### src/rtl/ptb_pkg.sv
// shared constants and types for the probe trigger / break-in pin control
package ptb_pkg;

  localparam int unsigned ADDR_W = 4;
  localparam int unsigned DATA_W = 32;

  // register word addresses
  localparam logic [ADDR_W-1:0] ADDR_CTRL = 4'h0;
  localparam logic [ADDR_W-1:0] ADDR_CMD = 4'h4;
  localparam logic [ADDR_W-1:0] ADDR_STAT = 4'h8;

  // control register fields
  localparam int unsigned CTRL_TRIG_LSB = 0;
  localparam int unsigned CTRL_BRK_LSB = 2;
  localparam int unsigned CTRL_LIVE_BIT = 4;

  // command register fields (write-only pulses)
  localparam int unsigned CMD_DISC_BIT = 0;
  localparam int unsigned CMD_REEN_BIT = 1;

  // status register fields
  localparam int unsigned STAT_COMP_BIT = 0;
  localparam int unsigned STAT_BG_BIT = 1;
  localparam int unsigned STAT_DIS_BIT = 2;
  localparam int unsigned STAT_LIVE_BIT = 3;
  localparam int unsigned STAT_BRK_BIT = 4;

  localparam logic [DATA_W-1:0] DATA_ZERO = 32'h0000_0000;

  typedef enum logic [1:0] {
    TRIG_FIX_HIGH,
    TRIG_FIX_LOW,
    TRIG_MON_HIGH,
    TRIG_MON_LOW
  } ptb_trig_sel_type;

  typedef enum logic [1:0] {
    BRK_OFF,
    BRK_RISING,
    BRK_FALLING
  } ptb_brk_sel_type;

  localparam ptb_trig_sel_type TRIG_DEFAULT = TRIG_MON_HIGH;
  localparam ptb_brk_sel_type BRK_DEFAULT = BRK_RISING;

  typedef struct packed {
    logic [ADDR_W-1:0] addr;
    logic [DATA_W-1:0] wdata;
    logic wr;
    logic rd;
  } ptb_bus_req_type;

  typedef struct packed {
    logic drive;
    logic oe;
  } ptb_pin_out_type;

endpackage

### src/rtl/ptb_pin_ctrl.sv
// probe-side trigger-out, break-in, target reset line and disconnect control
//
// How it works
// - trigger out: fixhigh, fixlow, monhigh (default), monlow
// - monlow drives low while target in background
// - companion attached pins trigger setting at default
// - companion attached pins break setting at rising
// - break input off never requests a break
// - break request on each selected edge
// - reset line low, or reference level if live-attach
// - disconnect command tri-states the target reset line driver; trigger out and break request keep driving
// - re-enable command restores the target reset line driver; disconnect wins if both are written together
`timescale 1ns/1ns
`default_nettype none

module ptb_pin_ctrl (
  input wire logic ref_clk_i,
  input wire logic reset_n_i,
  input wire ptb_pkg::ptb_bus_req_type bus_req_i,
  output logic [ptb_pkg::DATA_W-1:0] rdata_o,
  input wire logic companion_attached_i,
  input wire logic target_in_background_i,
  input wire logic break_in_i,
  output logic trig_out_o,
  output logic break_req_o,
  output ptb_pkg::ptb_pin_out_type target_system_reset_line_o
);
  import ptb_pkg::*;

  ptb_trig_sel_type trig_sel_r;
  ptb_brk_sel_type brk_sel_r;
  logic live_attach_r;
  logic rc_disabled_r;
  logic comp_meta_r, comp_s_r;
  logic bg_meta_r, bg_s_r;
  logic brk_meta_r, brk_s_r, brk_prev_r;
  logic brk_seen_r;
  logic brk_edge;
  logic disc_cmd, reen_cmd;

  function automatic logic is_write(input ptb_bus_req_type req, input logic [ADDR_W-1:0] a);
    is_write = req.wr && (req.addr == a);
  endfunction

  assign disc_cmd = is_write(bus_req_i, ADDR_CMD) && bus_req_i.wdata[CMD_DISC_BIT];
  assign reen_cmd = is_write(bus_req_i, ADDR_CMD) && bus_req_i.wdata[CMD_REEN_BIT];

  // pin synchronisers
  always_ff @(posedge ref_clk_i) begin
    if (!reset_n_i) begin
      comp_meta_r <= 1'b0;
      comp_s_r <= 1'b0;
      bg_meta_r <= 1'b0;
      bg_s_r <= 1'b0;
    end else begin
      comp_meta_r <= companion_attached_i;
      comp_s_r <= comp_meta_r;
      bg_meta_r <= target_in_background_i;
      bg_s_r <= bg_meta_r;
    end
  end

  always_ff @(posedge ref_clk_i) begin
    if (!reset_n_i) begin
      brk_meta_r <= 1'b0;
      brk_s_r <= 1'b0;
      brk_prev_r <= 1'b0;
    end else begin
      brk_meta_r <= break_in_i;
      brk_s_r <= brk_meta_r;
      brk_prev_r <= brk_s_r;
    end
  end

  always_ff @(posedge ref_clk_i) begin
    if (!reset_n_i) begin
      trig_sel_r <= TRIG_DEFAULT;
    end else if (comp_s_r) begin
      trig_sel_r <= TRIG_DEFAULT;
    end else if (is_write(bus_req_i, ADDR_CTRL)) begin
      trig_sel_r <= ptb_trig_sel_type'(bus_req_i.wdata[CTRL_TRIG_LSB +: 2]);
    end
  end

  always_ff @(posedge ref_clk_i) begin
    if (!reset_n_i) begin
      brk_sel_r <= BRK_DEFAULT;
    end else if (comp_s_r) begin
      brk_sel_r <= BRK_DEFAULT;
    end else if (is_write(bus_req_i, ADDR_CTRL) &&
                 bus_req_i.wdata[CTRL_BRK_LSB +: 2] != 2'h3) begin
      brk_sel_r <= ptb_brk_sel_type'(bus_req_i.wdata[CTRL_BRK_LSB +: 2]);
    end
  end

  always_ff @(posedge ref_clk_i) begin
    if (!reset_n_i) begin
      live_attach_r <= 1'b0;
    end else if (is_write(bus_req_i, ADDR_CTRL)) begin
      live_attach_r <= bus_req_i.wdata[CTRL_LIVE_BIT];
    end
  end

  always_ff @(posedge ref_clk_i) begin
    if (!reset_n_i) begin
      rc_disabled_r <= 1'b0;
    end else if (disc_cmd) begin
      rc_disabled_r <= 1'b1;
    end else if (reen_cmd) begin
      rc_disabled_r <= 1'b0;
    end
  end

  always_ff @(posedge ref_clk_i) begin
    if (!reset_n_i) begin
      trig_out_o <= 1'b0;
    end else begin
      unique case (trig_sel_r)
        TRIG_FIX_HIGH: trig_out_o <= 1'b1;
        TRIG_FIX_LOW: trig_out_o <= 1'b0;
        TRIG_MON_HIGH: trig_out_o <= bg_s_r;
        TRIG_MON_LOW: trig_out_o <= !bg_s_r;
      endcase
    end
  end

  always_comb begin
    brk_edge = 1'b0;
    unique case (brk_sel_r)
      BRK_OFF: brk_edge = 1'b0;
      BRK_RISING: brk_edge = brk_s_r && !brk_prev_r;
      BRK_FALLING: brk_edge = !brk_s_r && brk_prev_r;
      default: brk_edge = 1'b0;
    endcase
  end

  always_ff @(posedge ref_clk_i) begin
    if (!reset_n_i) begin
      break_req_o <= 1'b0;
    end else begin
      break_req_o <= brk_edge;
    end
  end

  // sticky break seen, cleared by a status read; set wins
  always_ff @(posedge ref_clk_i) begin
    if (!reset_n_i) begin
      brk_seen_r <= 1'b0;
    end else if (brk_edge) begin
      brk_seen_r <= 1'b1;
    end else if (bus_req_i.rd && bus_req_i.addr == ADDR_STAT) begin
      brk_seen_r <= 1'b0;
    end
  end

  always_ff @(posedge ref_clk_i) begin
    if (!reset_n_i) begin
      target_system_reset_line_o <= '{drive: 1'b0, oe: 1'b1};
    end else begin
      target_system_reset_line_o.drive <= live_attach_r;
      target_system_reset_line_o.oe <= !rc_disabled_r;
    end
  end

  // read data one cycle after the strobe
  always_ff @(posedge ref_clk_i) begin
    if (!reset_n_i) begin
      rdata_o <= DATA_ZERO;
    end else if (bus_req_i.rd) begin
      rdata_o <= DATA_ZERO;
      if (bus_req_i.addr == ADDR_CTRL) begin
        rdata_o[CTRL_TRIG_LSB +: 2] <= trig_sel_r;
        rdata_o[CTRL_BRK_LSB +: 2] <= brk_sel_r;
        rdata_o[CTRL_LIVE_BIT] <= live_attach_r;
      end else if (bus_req_i.addr == ADDR_STAT) begin
        rdata_o[STAT_COMP_BIT] <= comp_s_r;
        rdata_o[STAT_BG_BIT] <= bg_s_r;
        rdata_o[STAT_DIS_BIT] <= rc_disabled_r;
        rdata_o[STAT_LIVE_BIT] <= live_attach_r;
        rdata_o[STAT_BRK_BIT] <= brk_seen_r;
      end
    end else begin
      rdata_o <= DATA_ZERO;
    end
  end

  // checks
  property p_trig_fixhigh;
    @(posedge ref_clk_i) disable iff (!reset_n_i)
    trig_sel_r == TRIG_FIX_HIGH |=> trig_out_o;
  endproperty
  a_trig_fixhigh: assert property (p_trig_fixhigh) else $error("fixhigh not high");

  property p_trig_fixlow;
    @(posedge ref_clk_i) disable iff (!reset_n_i)
    trig_sel_r == TRIG_FIX_LOW |=> !trig_out_o;
  endproperty
  a_trig_fixlow: assert property (p_trig_fixlow) else $error("fixlow not low");

  property p_trig_monhigh;
    @(posedge ref_clk_i) disable iff (!reset_n_i)
    trig_sel_r == TRIG_MON_HIGH |=> trig_out_o == $past(bg_s_r);
  endproperty
  a_trig_monhigh: assert property (p_trig_monhigh) else $error("monhigh mismatch");

  property p_trig_monlow;
    @(posedge ref_clk_i) disable iff (!reset_n_i)
    trig_sel_r == TRIG_MON_LOW && bg_s_r |=> !trig_out_o;
  endproperty
  a_trig_monlow: assert property (p_trig_monlow) else $error("monlow high in background");

  property p_comp_pins;
    @(posedge ref_clk_i) disable iff (!reset_n_i)
    comp_s_r |=> trig_sel_r == TRIG_DEFAULT && brk_sel_r == BRK_DEFAULT;
  endproperty
  a_comp_pins: assert property (p_comp_pins) else $error("companion did not pin settings");

  property p_brk_off;
    @(posedge ref_clk_i) disable iff (!reset_n_i)
    brk_sel_r == BRK_OFF |=> !break_req_o;
  endproperty
  a_brk_off: assert property (p_brk_off) else $error("break while off");

  property p_brk_fall;
    @(posedge ref_clk_i) disable iff (!reset_n_i)
    brk_sel_r == BRK_FALLING && $fell(brk_s_r) |=> break_req_o;
  endproperty
  a_brk_fall: assert property (p_brk_fall) else $error("falling edge missed");

  property p_brk_single;
    @(posedge ref_clk_i) disable iff (!reset_n_i)
    break_req_o |=> !break_req_o;
  endproperty
  a_brk_single: assert property (p_brk_single) else $error("break pulse too long");

  property p_rst_live;
    @(posedge ref_clk_i) disable iff (!reset_n_i)
    live_attach_r |=> target_system_reset_line_o.drive;
  endproperty
  a_rst_live: assert property (p_rst_live) else $error("reset line low in live attach");

  property p_disc;
    @(posedge ref_clk_i) disable iff (!reset_n_i)
    disc_cmd |=> ##1 !target_system_reset_line_o.oe;
  endproperty
  a_disc: assert property (p_disc) else $error("disconnect not tri-stated");

  property p_reen;
    @(posedge ref_clk_i) disable iff (!reset_n_i)
    reen_cmd && !disc_cmd |=> ##1 target_system_reset_line_o.oe;
  endproperty
  a_reen: assert property (p_reen) else $error("re-enable not driving");

  property p_reset_dflt;
    @(posedge ref_clk_i) disable iff (!reset_n_i)
    $rose(reset_n_i) |-> trig_sel_r == TRIG_DEFAULT && brk_sel_r == BRK_DEFAULT
      && !live_attach_r && !rc_disabled_r;
  endproperty
  a_reset_dflt: assert property (p_reset_dflt) else $error("reset defaults wrong");

  property p_brk_rise;
    @(posedge ref_clk_i) disable iff (!reset_n_i)
    brk_sel_r == BRK_RISING && $rose(brk_s_r) |=> break_req_o;
  endproperty
  a_brk_rise: assert property (p_brk_rise) else $error("rising edge missed");

  property p_brk_cause;
    @(posedge ref_clk_i) disable iff (!reset_n_i)
    break_req_o |-> $past(brk_s_r) != $past(brk_s_r, 2);
  endproperty
  a_brk_cause: assert property (p_brk_cause) else $error("break without pin edge");

  property p_comp_no_fall;
    @(posedge ref_clk_i) disable iff (!reset_n_i)
    comp_s_r && $past(comp_s_r) && $fell(brk_s_r) |=> !break_req_o;
  endproperty
  a_comp_no_fall: assert property (p_comp_no_fall) else $error("falling break with companion");

  property p_rst_low;
    @(posedge ref_clk_i) disable iff (!reset_n_i)
    !live_attach_r |=> !target_system_reset_line_o.drive;
  endproperty
  a_rst_low: assert property (p_rst_low) else $error("reset line not held low");

  property p_disc_hold;
    @(posedge ref_clk_i) disable iff (!reset_n_i)
    rc_disabled_r && !reen_cmd |=> ##1 !target_system_reset_line_o.oe;
  endproperty
  a_disc_hold: assert property (p_disc_hold) else $error("driver back without re-enable");

endmodule // ptb_pin_ctrl

`default_nettype wire

### config.mk
export PLATFORM = sky130hd
export DESIGN_NAME = ptb_pin_ctrl
export DESIGN_NICKNAME = d
export VERILOG_FILES = /design/src/rtl/ptb_pkg.sv /design/src/rtl/ptb_pin_ctrl.sv
export SDC_FILE = /design/constraint.sdc
export NUM_CORES = 1
export LEC_CHECK = 0
export BUFFER_PORTS_ARGS = -buffer_cell sky130_fd_sc_hd__buf_2
export CAP_MARGIN = 25
export CORE_ASPECT_RATIO = 0.6
export CORE_UTILIZATION = 39
export CTS_CLUSTER_DIAMETER = 60
export CTS_CLUSTER_SIZE = 12
export DETAILED_ROUTE_END_ITERATION = 6
export HOLD_SLACK_MARGIN = 0.08
export PLACE_DENSITY = 0.75
export SLEW_MARGIN = 20
export SYNTH_ARGS = -nofsm -noshare
export SYNTH_HDL_FRONTEND = slang
export SYNTH_SLANG_ARGS = --single-unit
### constraint.sdc
create_clock -name ref_clk_i -period 1.6 [get_ports ref_clk_i]
set_clock_uncertainty 0.2 [all_clocks]
set_input_delay 0.32 -clock ref_clk_i [delete_from_list [all_inputs] [get_ports ref_clk_i]]
set_output_delay 0.32 -clock ref_clk_i [all_outputs]
set_load 0.03 [all_outputs]
== Yosys cells after proc, flatten, opt, wreduce, memory -nomap -nowiden ==
Index checks and enable logic that the tools add are counted.
W data, S select, Z words.

* Flip-flop bits (word level): 50
* Bits in latches: 0
* Memory bits (writable): 0
* Bits in read-only memories: 0
* Bits of input ports: 43
* Output and inout bits: 36
* Logic and storage cells: 53
* Memories: 0

* Add/sub/neg operators: 0
* Multiply operators: 0
* Div/mod/pow operators: 0
* Magnitude comparators: 0
* Equal/unequal tests: 8
* Shifts and indexed selects: 0
* Multiplexer cells: 8
* Bitwise gates (word level): 1
* Reductions and logical operators: 18

{| class="wikitable"
|+ Operator list
! operator !! count
|-
| $mux W5 || 2
|-
| $logic_and A1 B1 Y1 || 8
|-
| $eq A2 B2 Y1 const B || 3
|-
| $eq A2 B1 Y1 const B || 2
|-
| $eq A4 B3 Y1 const B || 1
|-
| $eq A4 B4 Y1 const B || 1
|-
| $logic_not A1 Y1 || 4
|-
| $logic_not A4 Y1 || 1
|-
| $mux W1 || 4
|-
| $pmux W1 S4 || 1
|-
| $reduce_bool A2 Y1 || 2
|-
| $logic_not A2 Y1 || 1
|-
| $ne A2 B2 Y1 const B || 1
|-
| $pmux W1 S2 || 1
|-
| $reduce_and A2 Y1 || 1
|-
| $reduce_or A2 Y1 || 1
|-
| $not A1 Y1 || 1
|}

== Longest topological paths before layout ==
Gate-level depths: netlist of run 1.

* Word-level depth: 5
* Gate-level depth with buffers: 5
* Gate-level depth less buffers: 5

== Worst setup path before layout of run 1 ==
Ideal clock, no wire load.

* Path type: input to register
* From: input bus_req_i[37] (netlist name)
* To: register trig_sel_r[1]
* Arrival: 1.174 ns
* Setup slack: 0.089 ns
* Cell stages on the path: 4
* Path buffers: 1
* Path through: buf_6 or4b_4 o21ai_0 o211ai_1

* Cells in the longest elaborated chain, start to end: 2

{| class="wikitable"
|+ RTL lines
! what !! line !! source
|-
| start: declaration || ptb_pin_ctrl.sv:19 || <nowiki>input wire ptb_pkg::ptb_bus_req_type bus_req_i,</nowiki>
|-
| $logic_not A4 Y1 || ptb_pin_ctrl.sv:42 || <nowiki>is_write = req.wr && (req.addr == a);</nowiki>
|-
| $logic_and A1 B1 Y1 || ptb_pin_ctrl.sv:42 ||
|-
| end signal: assignment || ptb_pin_ctrl.sv:81 || <nowiki>trig_sel_r <= ptb_trig_sel_type'(bus_req_i.wdata[CTRL_TRIG_LSB +: 2]);</nowiki>
|-
| end: declaration || ptb_pin_ctrl.sv:30 || <nowiki>ptb_trig_sel_type trig_sel_r;</nowiki>
|}

No other way between the ends.
A chain may end at the register's enable or synchronous reset.

== Final worst setup path of run 1 ==
* From: register brk_sel_r[0]
* To: register brk_seen_r

* Cells in the longest elaborated chain, start to end: 3
* Elaborated cells between the ends (all ways): 5
* Classes of those cells: 2 x eq/ne; 2 x mux; 1 x reduce/logical

{| class="wikitable"
|+ RTL lines
! what !! line !! source
|-
| start: declaration || ptb_pin_ctrl.sv:31 || <nowiki>ptb_brk_sel_type brk_sel_r;</nowiki>
|-
| start signal: assignment || ptb_pin_ctrl.sv:92 || <nowiki>brk_sel_r <= ptb_brk_sel_type'(bus_req_i.wdata[CTRL_BRK_LSB +: 2]);</nowiki>
|-
| $eq A2 B2 Y1 or $eq A2 B1 Y1 (tied branches) || ptb_pin_ctrl.sv:129 || <nowiki>unique case (brk_sel_r)</nowiki>
|-
| $pmux W1 S2 (*) || ptb_pin_ctrl.sv:129 ||
|-
| $mux W1 or $reduce_bool A2 Y1 (tied branches) || n/a ||
|-
| end signal: assignment || ptb_pin_ctrl.sv:148 || <nowiki>brk_seen_r <= 1'b0;</nowiki>
|-
| end signal: assignment || ptb_pin_ctrl.sv:150 || <nowiki>brk_seen_r <= 1'b1;</nowiki>
|-
| end signal: assignment || ptb_pin_ctrl.sv:152 || <nowiki>brk_seen_r <= 1'b0;</nowiki>
|-
| end: declaration || ptb_pin_ctrl.sv:37 || <nowiki>logic brk_seen_r;</nowiki>
|}

Mark *: on every way between the ends. The rest lies on a longest branch, timed or not.

==> results.ini, run 1 <==
[outcome]
status = complete, no violations

[sta]
finalHoldViolCount = 0
fmax_mhz = 704
slew_violations = 0
setup_slack_ps = 179
finalSetupTns_ps = 0
period_needed_ps = 1420
fin_crit_sh_pct = 88.8
rsz0062_at_grt = no
finalSetupViolCount = 0

[clock_tree]
cts_resized = 0
cts_tree = yes
clkSinkCount = 23
cts_hold_buf = 3
clock_path_buffers = 2
cts_setup_buffers = 0
clockRootBuffer = clkbuf_8
worstSkewPairLatency_ps = 260
cts-buffers-inserted = 3
cts.clk_slew.worst_paths_ps = 80
htree_levels = 1

[power]
ir_worst_vdd_mv = 0.409
p_sw_share_pct = 28.0
p_leak_nw = 0.589
power.internal_uw = 803
cellPowerDensity_nw_per_um2 = 934
power_frac_clock_pct = 32.0
p_seq_share_pct = 52.9
power.switching_uw = 313
comb_power_share_pct = 15.1

[synthesis]
synthDistinctLibCells = 26
synth_top_flop_cell = dfxtp_1
async_reset_ff_share_pct = 0
synth-seq-area-share_pct = 43.8
ys_seq_elements = 23
synthTopCellsByArea = dfxtp_1 (44%), buf_4 (19%), and2_1 (5.4%)
synth_fa_ha_area_share_pct = 2.38
synth-compound-area-share_pct = 8.20
synthXorXnorAreaFrac_pct = 0.832
synth_area_um2 = 1050
synth_top_family_by_area = buffers and inverters
synth.avg_cell_area_um2 = 9.74
yosysTopAreaCell = dfxtp_1
yosys.area_share.simple_pct = 17.6
synth_top_area_share_pct = 43.8
ys_warn_count = 0
synthMuxAreaShare_pct = 4.76
synth_edf_count = 0
synthCells = 108

[placement]
place_area_um2 = 1120
routabilityCongestion = 0.724
place_ws_ps = -37.3
hpwl_um = 1320
numPortBuffers = 24

[drt]
drtIter0Drc = 28
drc = 0
drt-met1-wl_um = 828
drt-pass1-iter-count = 4
wl_met2_um = 714
wl_met3_um = 132
vias_per_cell = 4.15
highest_layer = met4
via_count = 710
ant_nets = 0
drt-total-wl_um = 1710
wire_per_inst_um = 9.99

[grt]
grt_pass1_vias = 620
grt_max_degree = 17
grt_overflow_total = 0
grt_pass1_wl_um = 2900
antenna_found_initial = 0
globalRouteTotalUtil_pct = 13.1

[finish]
nFillCells = 253
final_nets = 185
seq_area_um2 = 460
diodes = 0
final_util_pct = 47.4
multi_input_area_um2 = 457
final_area_um2 = 1190
area_delta_synth_final_pct = 13.6
drive_above_1_share_pct = 26.6

[worst_setup_path]
r2r_slack_ps = 180
crit_type = reg2reg
reg2regPathDepth = 5
critPathLaunch = brk_sel_r[0]
cp_max_fo = 4
cp.required_ps = 1620
rr_startpoint = brk_sel_r[0]
endpoint_kind = flop
worstPathArrival_ps = 1440
cp-start-kind = flop
cp-endpoint = brk_seen_r
r2r-end = brk_seen_r

[floorplanning]
start_util_pct = 41.7
pin_count = 79
die_area_um2 = 2920
die_y_um = 42.2
core-area_um2 = 2520
fp-row-count = 14
fp.dieW_um = 69.1

[hold_path]
worstHoldStart = bus_req_i[6]
hp-class = in2reg

[flow_run]
max_cap_viol_count = 0

## logic make-up (layout without fill, tap and decap cells)
| group | count (synthesis) | in the layout |
|---|---|---|
| AOI/OAI and AO/OA | 13 | 13 |
| xor gates and xnor gates | 1 | 1 |
| adders and majority gates | 2 | 2 |
| buffers and inverters | 33 | 38 |
| DFF | 23 | 23 |
| muxes | 5 | 5 |
| other | 1 | 27 |
| and+or+nand+nor | 30 | 30 |
## through the flow
step                      instances  power (mW)  hold WS [ps]
final                           171        1.12          98.9
after detailed placement        164       0.767           201
after global routing            171        1.17           114
after floorplan                 134       0.783           178
after CTS                       171        1.13           102
after global placement          164       0.764           197
## synth_stat cells (3+ instances only)
| master | number |
|---|---|
| nor2_1 | 6 |
| buf_4 | 27 |
| inv_1 | 3 |
| nand2_1 | 5 |
| and2_1 | 9 |
| o21ai_0 | 5 |
| dfxtp_1 | 23 |
| mux2i_1 | 5 |
## layout by cell type, fill, tap and decap left out, types with 2 or more instances in the layout
cell type,instances
ha_1,2
mux2i_1,5
a21oi_1,2
o21ai_0,5
buf_4,4
dfxtp_1,23
nand2b_1,2
nor2b_1,2
dlygate4sd3_1,3
nand2_1,5
inv_1,3
and2_1,9
buf_2,24
nor2_1,6
conb_1,27
nand3b_1,2
o211ai_1,2
clkbuf_8,3
## sequential cells by signal, indices dropped and copies added, names as in the netlist, 2 cells and up
name	flops
brk_sel_r	2
rdata_o	5
target_system_reset_line_o	2
trig_sel_r	2
## layout make-up
cell class / instances / area share, %
Clock buffer: 3 / 3.46
Clock inverter: 1 / 0.419
Inverter: 3 / 0.942
Multi-Input combinational cell: 78 / 38.2
Sequential cell: 23 / 38.5
Tap cell: 32 / 3.35
Timing Repair Buffer: 31 / 15.1
## power groups by stage
stage | combinational, mW | clock [mW] | sequential, mW
2_1_floorplan | 0.173 | 0 | 0.609
3_3_place_gp | 0.160 | 0 | 0.604
3_5_place_dp | 0.162 | 0 | 0.605
4_1_cts | 0.168 | 0.374 | 0.591
5_1_grt | 0.181 | 0.395 | 0.593
6_report | 0.168 | 0.357 | 0.591
## routing by layer
metal / global-route usage, % / vias up
met2: 19.0 / 31
met4: 6.12 / 0
li1: - / 363
met1: 16.4 / 311
met5: 0 / -
met3: 6.25 / 5
## worst max-delay path, stage by stage (launching register included)
cell and delay [ps]:
dfxtp_1 400, inv_1 60, ha_1 270, nand2b_1 140, a21oi_1 180, a31o_2 130
## worst min-delay path by stage
stage,to,slack [ps],depth (start not counted)
6_report,live_attach_r,100,3
5_1_grt,live_attach_r,110,3
4_1_cts,live_attach_r,100,3
3_5_place_dp,target_system_reset_line_o[0],200,1
3_3_place_gp,target_system_reset_line_o[0],200,1
2_1_floorplan,target_system_reset_line_o[0],180,1
No activity file was read; power rests on OpenSTA's default activity.
==> run 2, diff against run 1 <==
--- a/config.mk
+++ b/config.mk
@@ -13,7 +13,7 @@
 export CTS_CLUSTER_SIZE = 12
 export DETAILED_ROUTE_END_ITERATION = 6
 export HOLD_SLACK_MARGIN = 0.08
-export PLACE_DENSITY = 0.75
+export PLACE_DENSITY_LB_ADDON = 0.3
 export SLEW_MARGIN = 20
 export SYNTH_ARGS = -nofsm -noshare
 export SYNTH_HDL_FRONTEND = slang
==> results.ini, run 2 (synthesis results as in run 1) <==
[outcome]
status = complete, no violations

[sta]
finalHoldViolCount = 0  ; unchanged
fmax_mhz = 668  ; -5.1%
fin_crit_sh_pct = 93.5  ; +4.8 points
slew_violations = 0  ; unchanged
rsz0062_at_grt = no
finalSetupTns_ps = 0  ; unchanged
period_needed_ps = 1500  ; +76.1 ps
setup_slack_ps = 103  ; -76.1 ps
finalSetupViolCount = 0  ; unchanged

[finish]
nFillCells = 260  ; +2.8%
final_util_pct = 47.4  ; unchanged
drive_above_1_share_pct = 26.6  ; unchanged
largest_register_ffs = 5  ; unchanged
area_delta_synth_final_pct = 13.6  ; unchanged
mostFrequentLayoutCells = conb_1 (27), buf_2 (24), dfxtp_1 (23)
layout_commonest_cell = conb_1
diodes = 0  ; unchanged
regMostFlops = rdata_o
final_nets = 185  ; unchanged

[grt]
antenna_found_initial = 0  ; unchanged
grt_overflow_total = 0  ; unchanged
grt_pass1_wl_um = 3000  ; +3.6%
grt_max_degree = 17  ; unchanged
grt_pass1_vias = 647  ; +4.4%
globalRouteTotalUtil_pct = 13.4  ; +0.33 points

[clock_tree]
cts_tree = yes
clock_path_buffers = 2  ; unchanged
clkSinkCount = 23  ; unchanged
cts.clk_slew.worst_paths_ps = 80  ; about the same
htree_levels = 1  ; unchanged
cts-buffers-inserted = 3  ; unchanged
cts_resized = 0  ; unchanged
worstSkewPairLatency_ps = 270  ; about the same
clockRootBuffer = clkbuf_8

[worst_setup_path]
cp.required_ps = 1610  ; about the same
cp_max_fo = 4  ; unchanged
crit_type = reg2reg
worstPathArrival_ps = 1510  ; +70 ps
rr_startpoint = brk_sel_r[0]
r2r-end = brk_seen_r
r2r_slack_ps = 100  ; -80 ps
endpoint_kind = flop
cp-start-kind = flop
reg2regPathDepth = 5  ; unchanged

[floorplanning]
die_area_um2 = 2920  ; unchanged
fp.dieW_um = 69.1  ; unchanged
pin_count = 79  ; unchanged
fp-row-count = 14  ; unchanged
core-area_um2 = 2520  ; unchanged
start_util_pct = 41.7  ; unchanged
die_y_um = 42.2  ; unchanged

[power]
power.switching_uw = 314  ; +0.32%
p_leak_nw = 0.589  ; unchanged
cellPowerDensity_nw_per_um2 = 935  ; +0.11%
power_frac_clock_pct = 31.9  ; about the same
p_seq_share_pct = 53.0  ; about the same
power.internal_uw = 804  ; about the same
ir_worst_vdd_mv = 0.465  ; +14%
comb_power_share_pct = 15.1  ; about the same
p_sw_share_pct = 28.1  ; +0.059 points

[drt]
drtIter0Drc = 35  ; +25%
via_count = 741  ; +4.4%
ant_nets = 0  ; unchanged
drc = 0  ; unchanged
drt-total-wl_um = 1780  ; +3.9%
drt-pass1-iter-count = 4  ; unchanged
vias_per_cell = 4.33  ; +4.4%
wire_per_inst_um = 10.4  ; +3.9%

[placement]
numPortBuffers = 24  ; unchanged
routabilityCongestion = 0.775  ; +7.0%
hpwl_um = 1430  ; +8.7%
place_ws_ps = -35.3  ; +1.96 ps

[flow_run]
max_cap_viol_count = 0  ; unchanged

[hold_path]
hp-class = in2reg
hold_path_depth = 3  ; unchanged
worstHoldStart = bus_req_i[6]
whs_endpoint = live_attach_r

-- run 2: worst max path at each step --
stage,start,endpoint,slack (ps),cells after the start
final,brk_sel_r[0],brk_seen_r,100,5
after global routing,brk_sel_r[0],brk_seen_r,10,5
after CTS,brk_sel_r[0],brk_seen_r,90,5
after detailed placement,bus_req_i[35],trig_sel_r[1],-40,4
after global placement,bus_req_i[35],trig_sel_r[1],-10,4
after floorplan,bus_req_i[37],trig_sel_r[1],90,4
-- run 2: critical path, stage by stage, from the launching register on --
cell and delay, ps:
dfxtp_1 420, inv_1 70, ha_1 280, nand2b_1 140
a21oi_1 200, a31o_2 140
-- run 2: per-layer routing --
metal | track usage (%) | share of wire [%] | up-vias
li1 | - | - | 364
met1 | 16.2 | 47 | 347
met2 | 21.4 | 44 | 28
met3 | 6.73 | 7.7 | 2
met4 | 3.67 | 0.79 | 0
met5 | 0 | 0 | -
-- run 2: what timing repair did --
action                                 4_1_cts  5_1_grt
endpoints found under the hold margin        3        0
hold buffers                                 3        0
buffers inserted                             0        0
-- run 2: final cells by class --
class	count	area, µm²	area share [%]
sequential	23	460	38.5
multi-input combinational	78	457	38.2
timing repair buffer	31	180	15.1
clock buffer	3	41.3	3.46
tap	32	40.0	3.35
inverter	3	11.3	0.942
clock inverter	1	5.00	0.419
-- run 2: per-stage QoR --
| step | total power [mW] | instance area (µm²) | std cells | hold WS [ps] |
|---|---|---|---|---|
| after floorplan | 0.783 | 1150 | 134 | 178 |
| after global placement | 0.765 | 1120 | 164 | 213 |
| after detailed placement | 0.768 | 1120 | 164 | 224 |
| after CTS | 1.13 | 1190 | 171 | 110 |
| after global routing | 1.16 | 1190 | 171 | 127 |
| final | 1.12 | 1190 | 171 | 109 |
-- run 2: power groups by stage --
stage | Sequential (mW) | Clock (mW) | Combinational (mW)
after global routing | 0.594 | 0.390 | 0.181
after global placement | 0.605 | 0 | 0.160
after floorplan | 0.609 | 0 | 0.173
after detailed placement | 0.606 | 0 | 0.163
final | 0.592 | 0.357 | 0.169
after CTS | 0.592 | 0.370 | 0.168
==> run 3, diff against run 2 <==
--- a/config.mk
+++ b/config.mk
@@ -8,7 +8,7 @@
 export BUFFER_PORTS_ARGS = -buffer_cell sky130_fd_sc_hd__buf_2
 export CAP_MARGIN = 25
 export CORE_ASPECT_RATIO = 0.6
-export CORE_UTILIZATION = 39
+export CORE_UTILIZATION = 42
 export CTS_CLUSTER_DIAMETER = 60
 export CTS_CLUSTER_SIZE = 12
 export DETAILED_ROUTE_END_ITERATION = 6
==> constraint.sdc (replaced) <==
create_clock -name ref_clk_i -period 1.75 [get_ports ref_clk_i]
set_clock_uncertainty 0.2 [all_clocks]
set_input_delay 0.35 -clock ref_clk_i [delete_from_list [all_inputs] [get_ports ref_clk_i]]
set_output_delay 0.35 -clock ref_clk_i [all_outputs]
set_load 0.03 [all_outputs]
==> results.ini, run 3 (synthesis results as in run 1) <==
[drt]
drtIter0Drc = 28  ; -20%
drc = 0  ; unchanged
vias_per_cell = 4.21  ; -2.8%
via_count = 695  ; -6.2%
wire_per_inst_um = 10.6  ; +1.7%
drt-total-wl_um = 1740  ; -1.9%
drt-pass1-iter-count = 4  ; unchanged
ant_nets = 0  ; unchanged

[power]
p_seq_share_pct = 53.7  ; +0.7 points
p_leak_nw = 0.572  ; -2.9%
ir_worst_vdd_mv = 0.427  ; -8.1%
power_frac_clock_pct = 31.6  ; -0.3 points
comb_power_share_pct = 14.7  ; -0.4 points
power.switching_uw = 278  ; -12%
power.internal_uw = 728  ; -9.3%
cellPowerDensity_nw_per_um2 = 871  ; -6.8%
p_sw_share_pct = 27.6  ; -0.49 points

[finish]
layout_commonest_cell = conb_1
final-instance-count-excl-fill = 165  ; -3.5%
mostFrequentLayoutCells = conb_1 (27), buf_2 (24), dfxtp_1 (23)
area_delta_synth_final_pct = 9.75
drive_above_1_share_pct = 26.7  ; +0.048 points
largest_register_ffs = 5  ; unchanged
final_nets = 181  ; -2.2%
diodes = 0  ; unchanged
regMostFlops = rdata_o
final_area_um2 = 1150  ; -3.4%

[sta]
setup_slack_ps = 315  ; +212 ps
fin_crit_sh_pct = 82.0  ; -12 points
fmax_mhz = 697  ; +4.3%
finalSetupViolCount = 0  ; unchanged
finalHoldViolCount = 0  ; unchanged
slew_violations = 0  ; unchanged
rsz0062_at_grt = no
finalSetupTns_ps = 0  ; unchanged
period_needed_ps = 1440  ; -61.6 ps
timing.hold.ws_ps = 91.4  ; -17.8 ps

[worst_setup_path]
endpoint_kind = flop
worstPathArrival_ps = 1450  ; -60 ps
cp_max_fo = 4  ; unchanged
cp.required_ps = 1760  ; +150 ps
cp-start-kind = flop
rr_startpoint = brk_sel_r[0]
reg2regPathDepth = 5  ; unchanged
r2r_slack_ps = 310  ; +210 ps
r2r-end = brk_seen_r
crit_type = reg2reg

[floorplanning]
die_area_um2 = 2720  ; -6.9%
fp.dieW_um = 66.6  ; -3.5%
die_y_um = 40.8  ; -3.5%
start_util_pct = 46.5  ; +4.8 points
fp-row-count = 13  ; -1
core-area_um2 = 2260  ; -10%
pin_count = 79  ; unchanged

[placement]
numPortBuffers = 24  ; unchanged
place_area_um2 = 1110  ; -0.89%
place_ws_ps = 68.2  ; +104 ps
routabilityCongestion = 0.806  ; +3.9%
hpwl_um = 1360  ; -4.9%
dp_cells = 161  ; -1.8%

[clock_tree]
htree_levels = 1  ; unchanged
clockRootBuffer = clkbuf_8
cts_resized = 0  ; unchanged
clkSinkCount = 23  ; unchanged
cts_hold_buf = 0  ; -3
cts_setup_buffers = 0  ; unchanged
clock_path_buffers = 2  ; unchanged
cts-buffers-inserted = 3  ; unchanged
cts_tree = yes
worstSkewPairLatency_ps = 260  ; about the same
cts.clk_slew.worst_paths_ps = 80  ; about the same

[hold_path]
hp-class = in2reg
hold_path_depth = 2  ; -1
worstHoldStart = target_in_background_i
whs_endpoint = bg_meta_r

[grt]
globalRouteTotalUtil_pct = 14.1  ; +0.68 points
grt_overflow_total = 0  ; unchanged
grt_pass1_vias = 586  ; -9.4%
grt_max_degree = 17  ; unchanged
grt_pass1_wl_um = 2570  ; -14%
antenna_found_initial = 0  ; unchanged

[flow_run]
max_cap_viol_count = 0  ; unchanged

[outcome]
status = complete, no violations

## run 3: cell types whose count changed in the layout (fill, tap and decap cells not counted)
cell	before	now
buf_4	4	3
dlygate4sd3_1	3	0
## run 3: per-layer routing
metal,up-vias,wire (µm),track usage (%)
met5,-,0,0
met1,314,843,15.8
li1,354,-,-
met2,25,740,23.2
met4,0,15,7.98
met3,2,142,6.39
## run 3: worst max-delay path by stage
stage | start | to | slack (ps) | cells after the start
global placement | bus_req_i[35] | trig_sel_r[1] | 110 | 4
detailed placement | bus_req_i[35] | trig_sel_r[0] | 70 | 4
finish | brk_sel_r[0] | brk_seen_r | 310 | 5
global route | brk_sel_r[0] | brk_seen_r | 200 | 5
CTS | brk_sel_r[0] | brk_seen_r | 300 | 5
floorplan | bus_req_i[37] | trig_sel_r[1] | 210 | 4
## run 3: cell type report
cell class                      count  area, µm²
Clock buffer                        3       41.3
Clock inverter                      1       5.00
Fill cell                         234       1110
Inverter                            3       11.3
Multi-Input combinational cell     78        457
Sequential cell                    23        460
Tap cell                           30       37.5
Timing Repair Buffer               27        143
## run 3: critical path: stages, from the launching register on
cell and delay [ps]:
dfxtp_1 390, inv_1 60, ha_1 270, nand2b_1 140
a21oi_1 190, a31o_2 130
## run 3: power by group through the flow
stage | combinational (mW) | clock, mW | sequential [mW]
2_1_floorplan | 0.159 | 0 | 0.557
3_3_place_gp | 0.144 | 0 | 0.553
3_5_place_dp | 0.147 | 0 | 0.553
4_1_cts | 0.147 | 0.329 | 0.541
5_1_grt | 0.159 | 0.352 | 0.542
6_report | 0.148 | 0.318 | 0.541
## run 3: through the flow
step	util [%]	power, mW
after floorplan	-	0.716
after global placement	49.0	0.697
after detailed placement	49.0	0.700
after CTS	51.1	1.02
after global routing	51.1	1.05
final	51.1	1.01
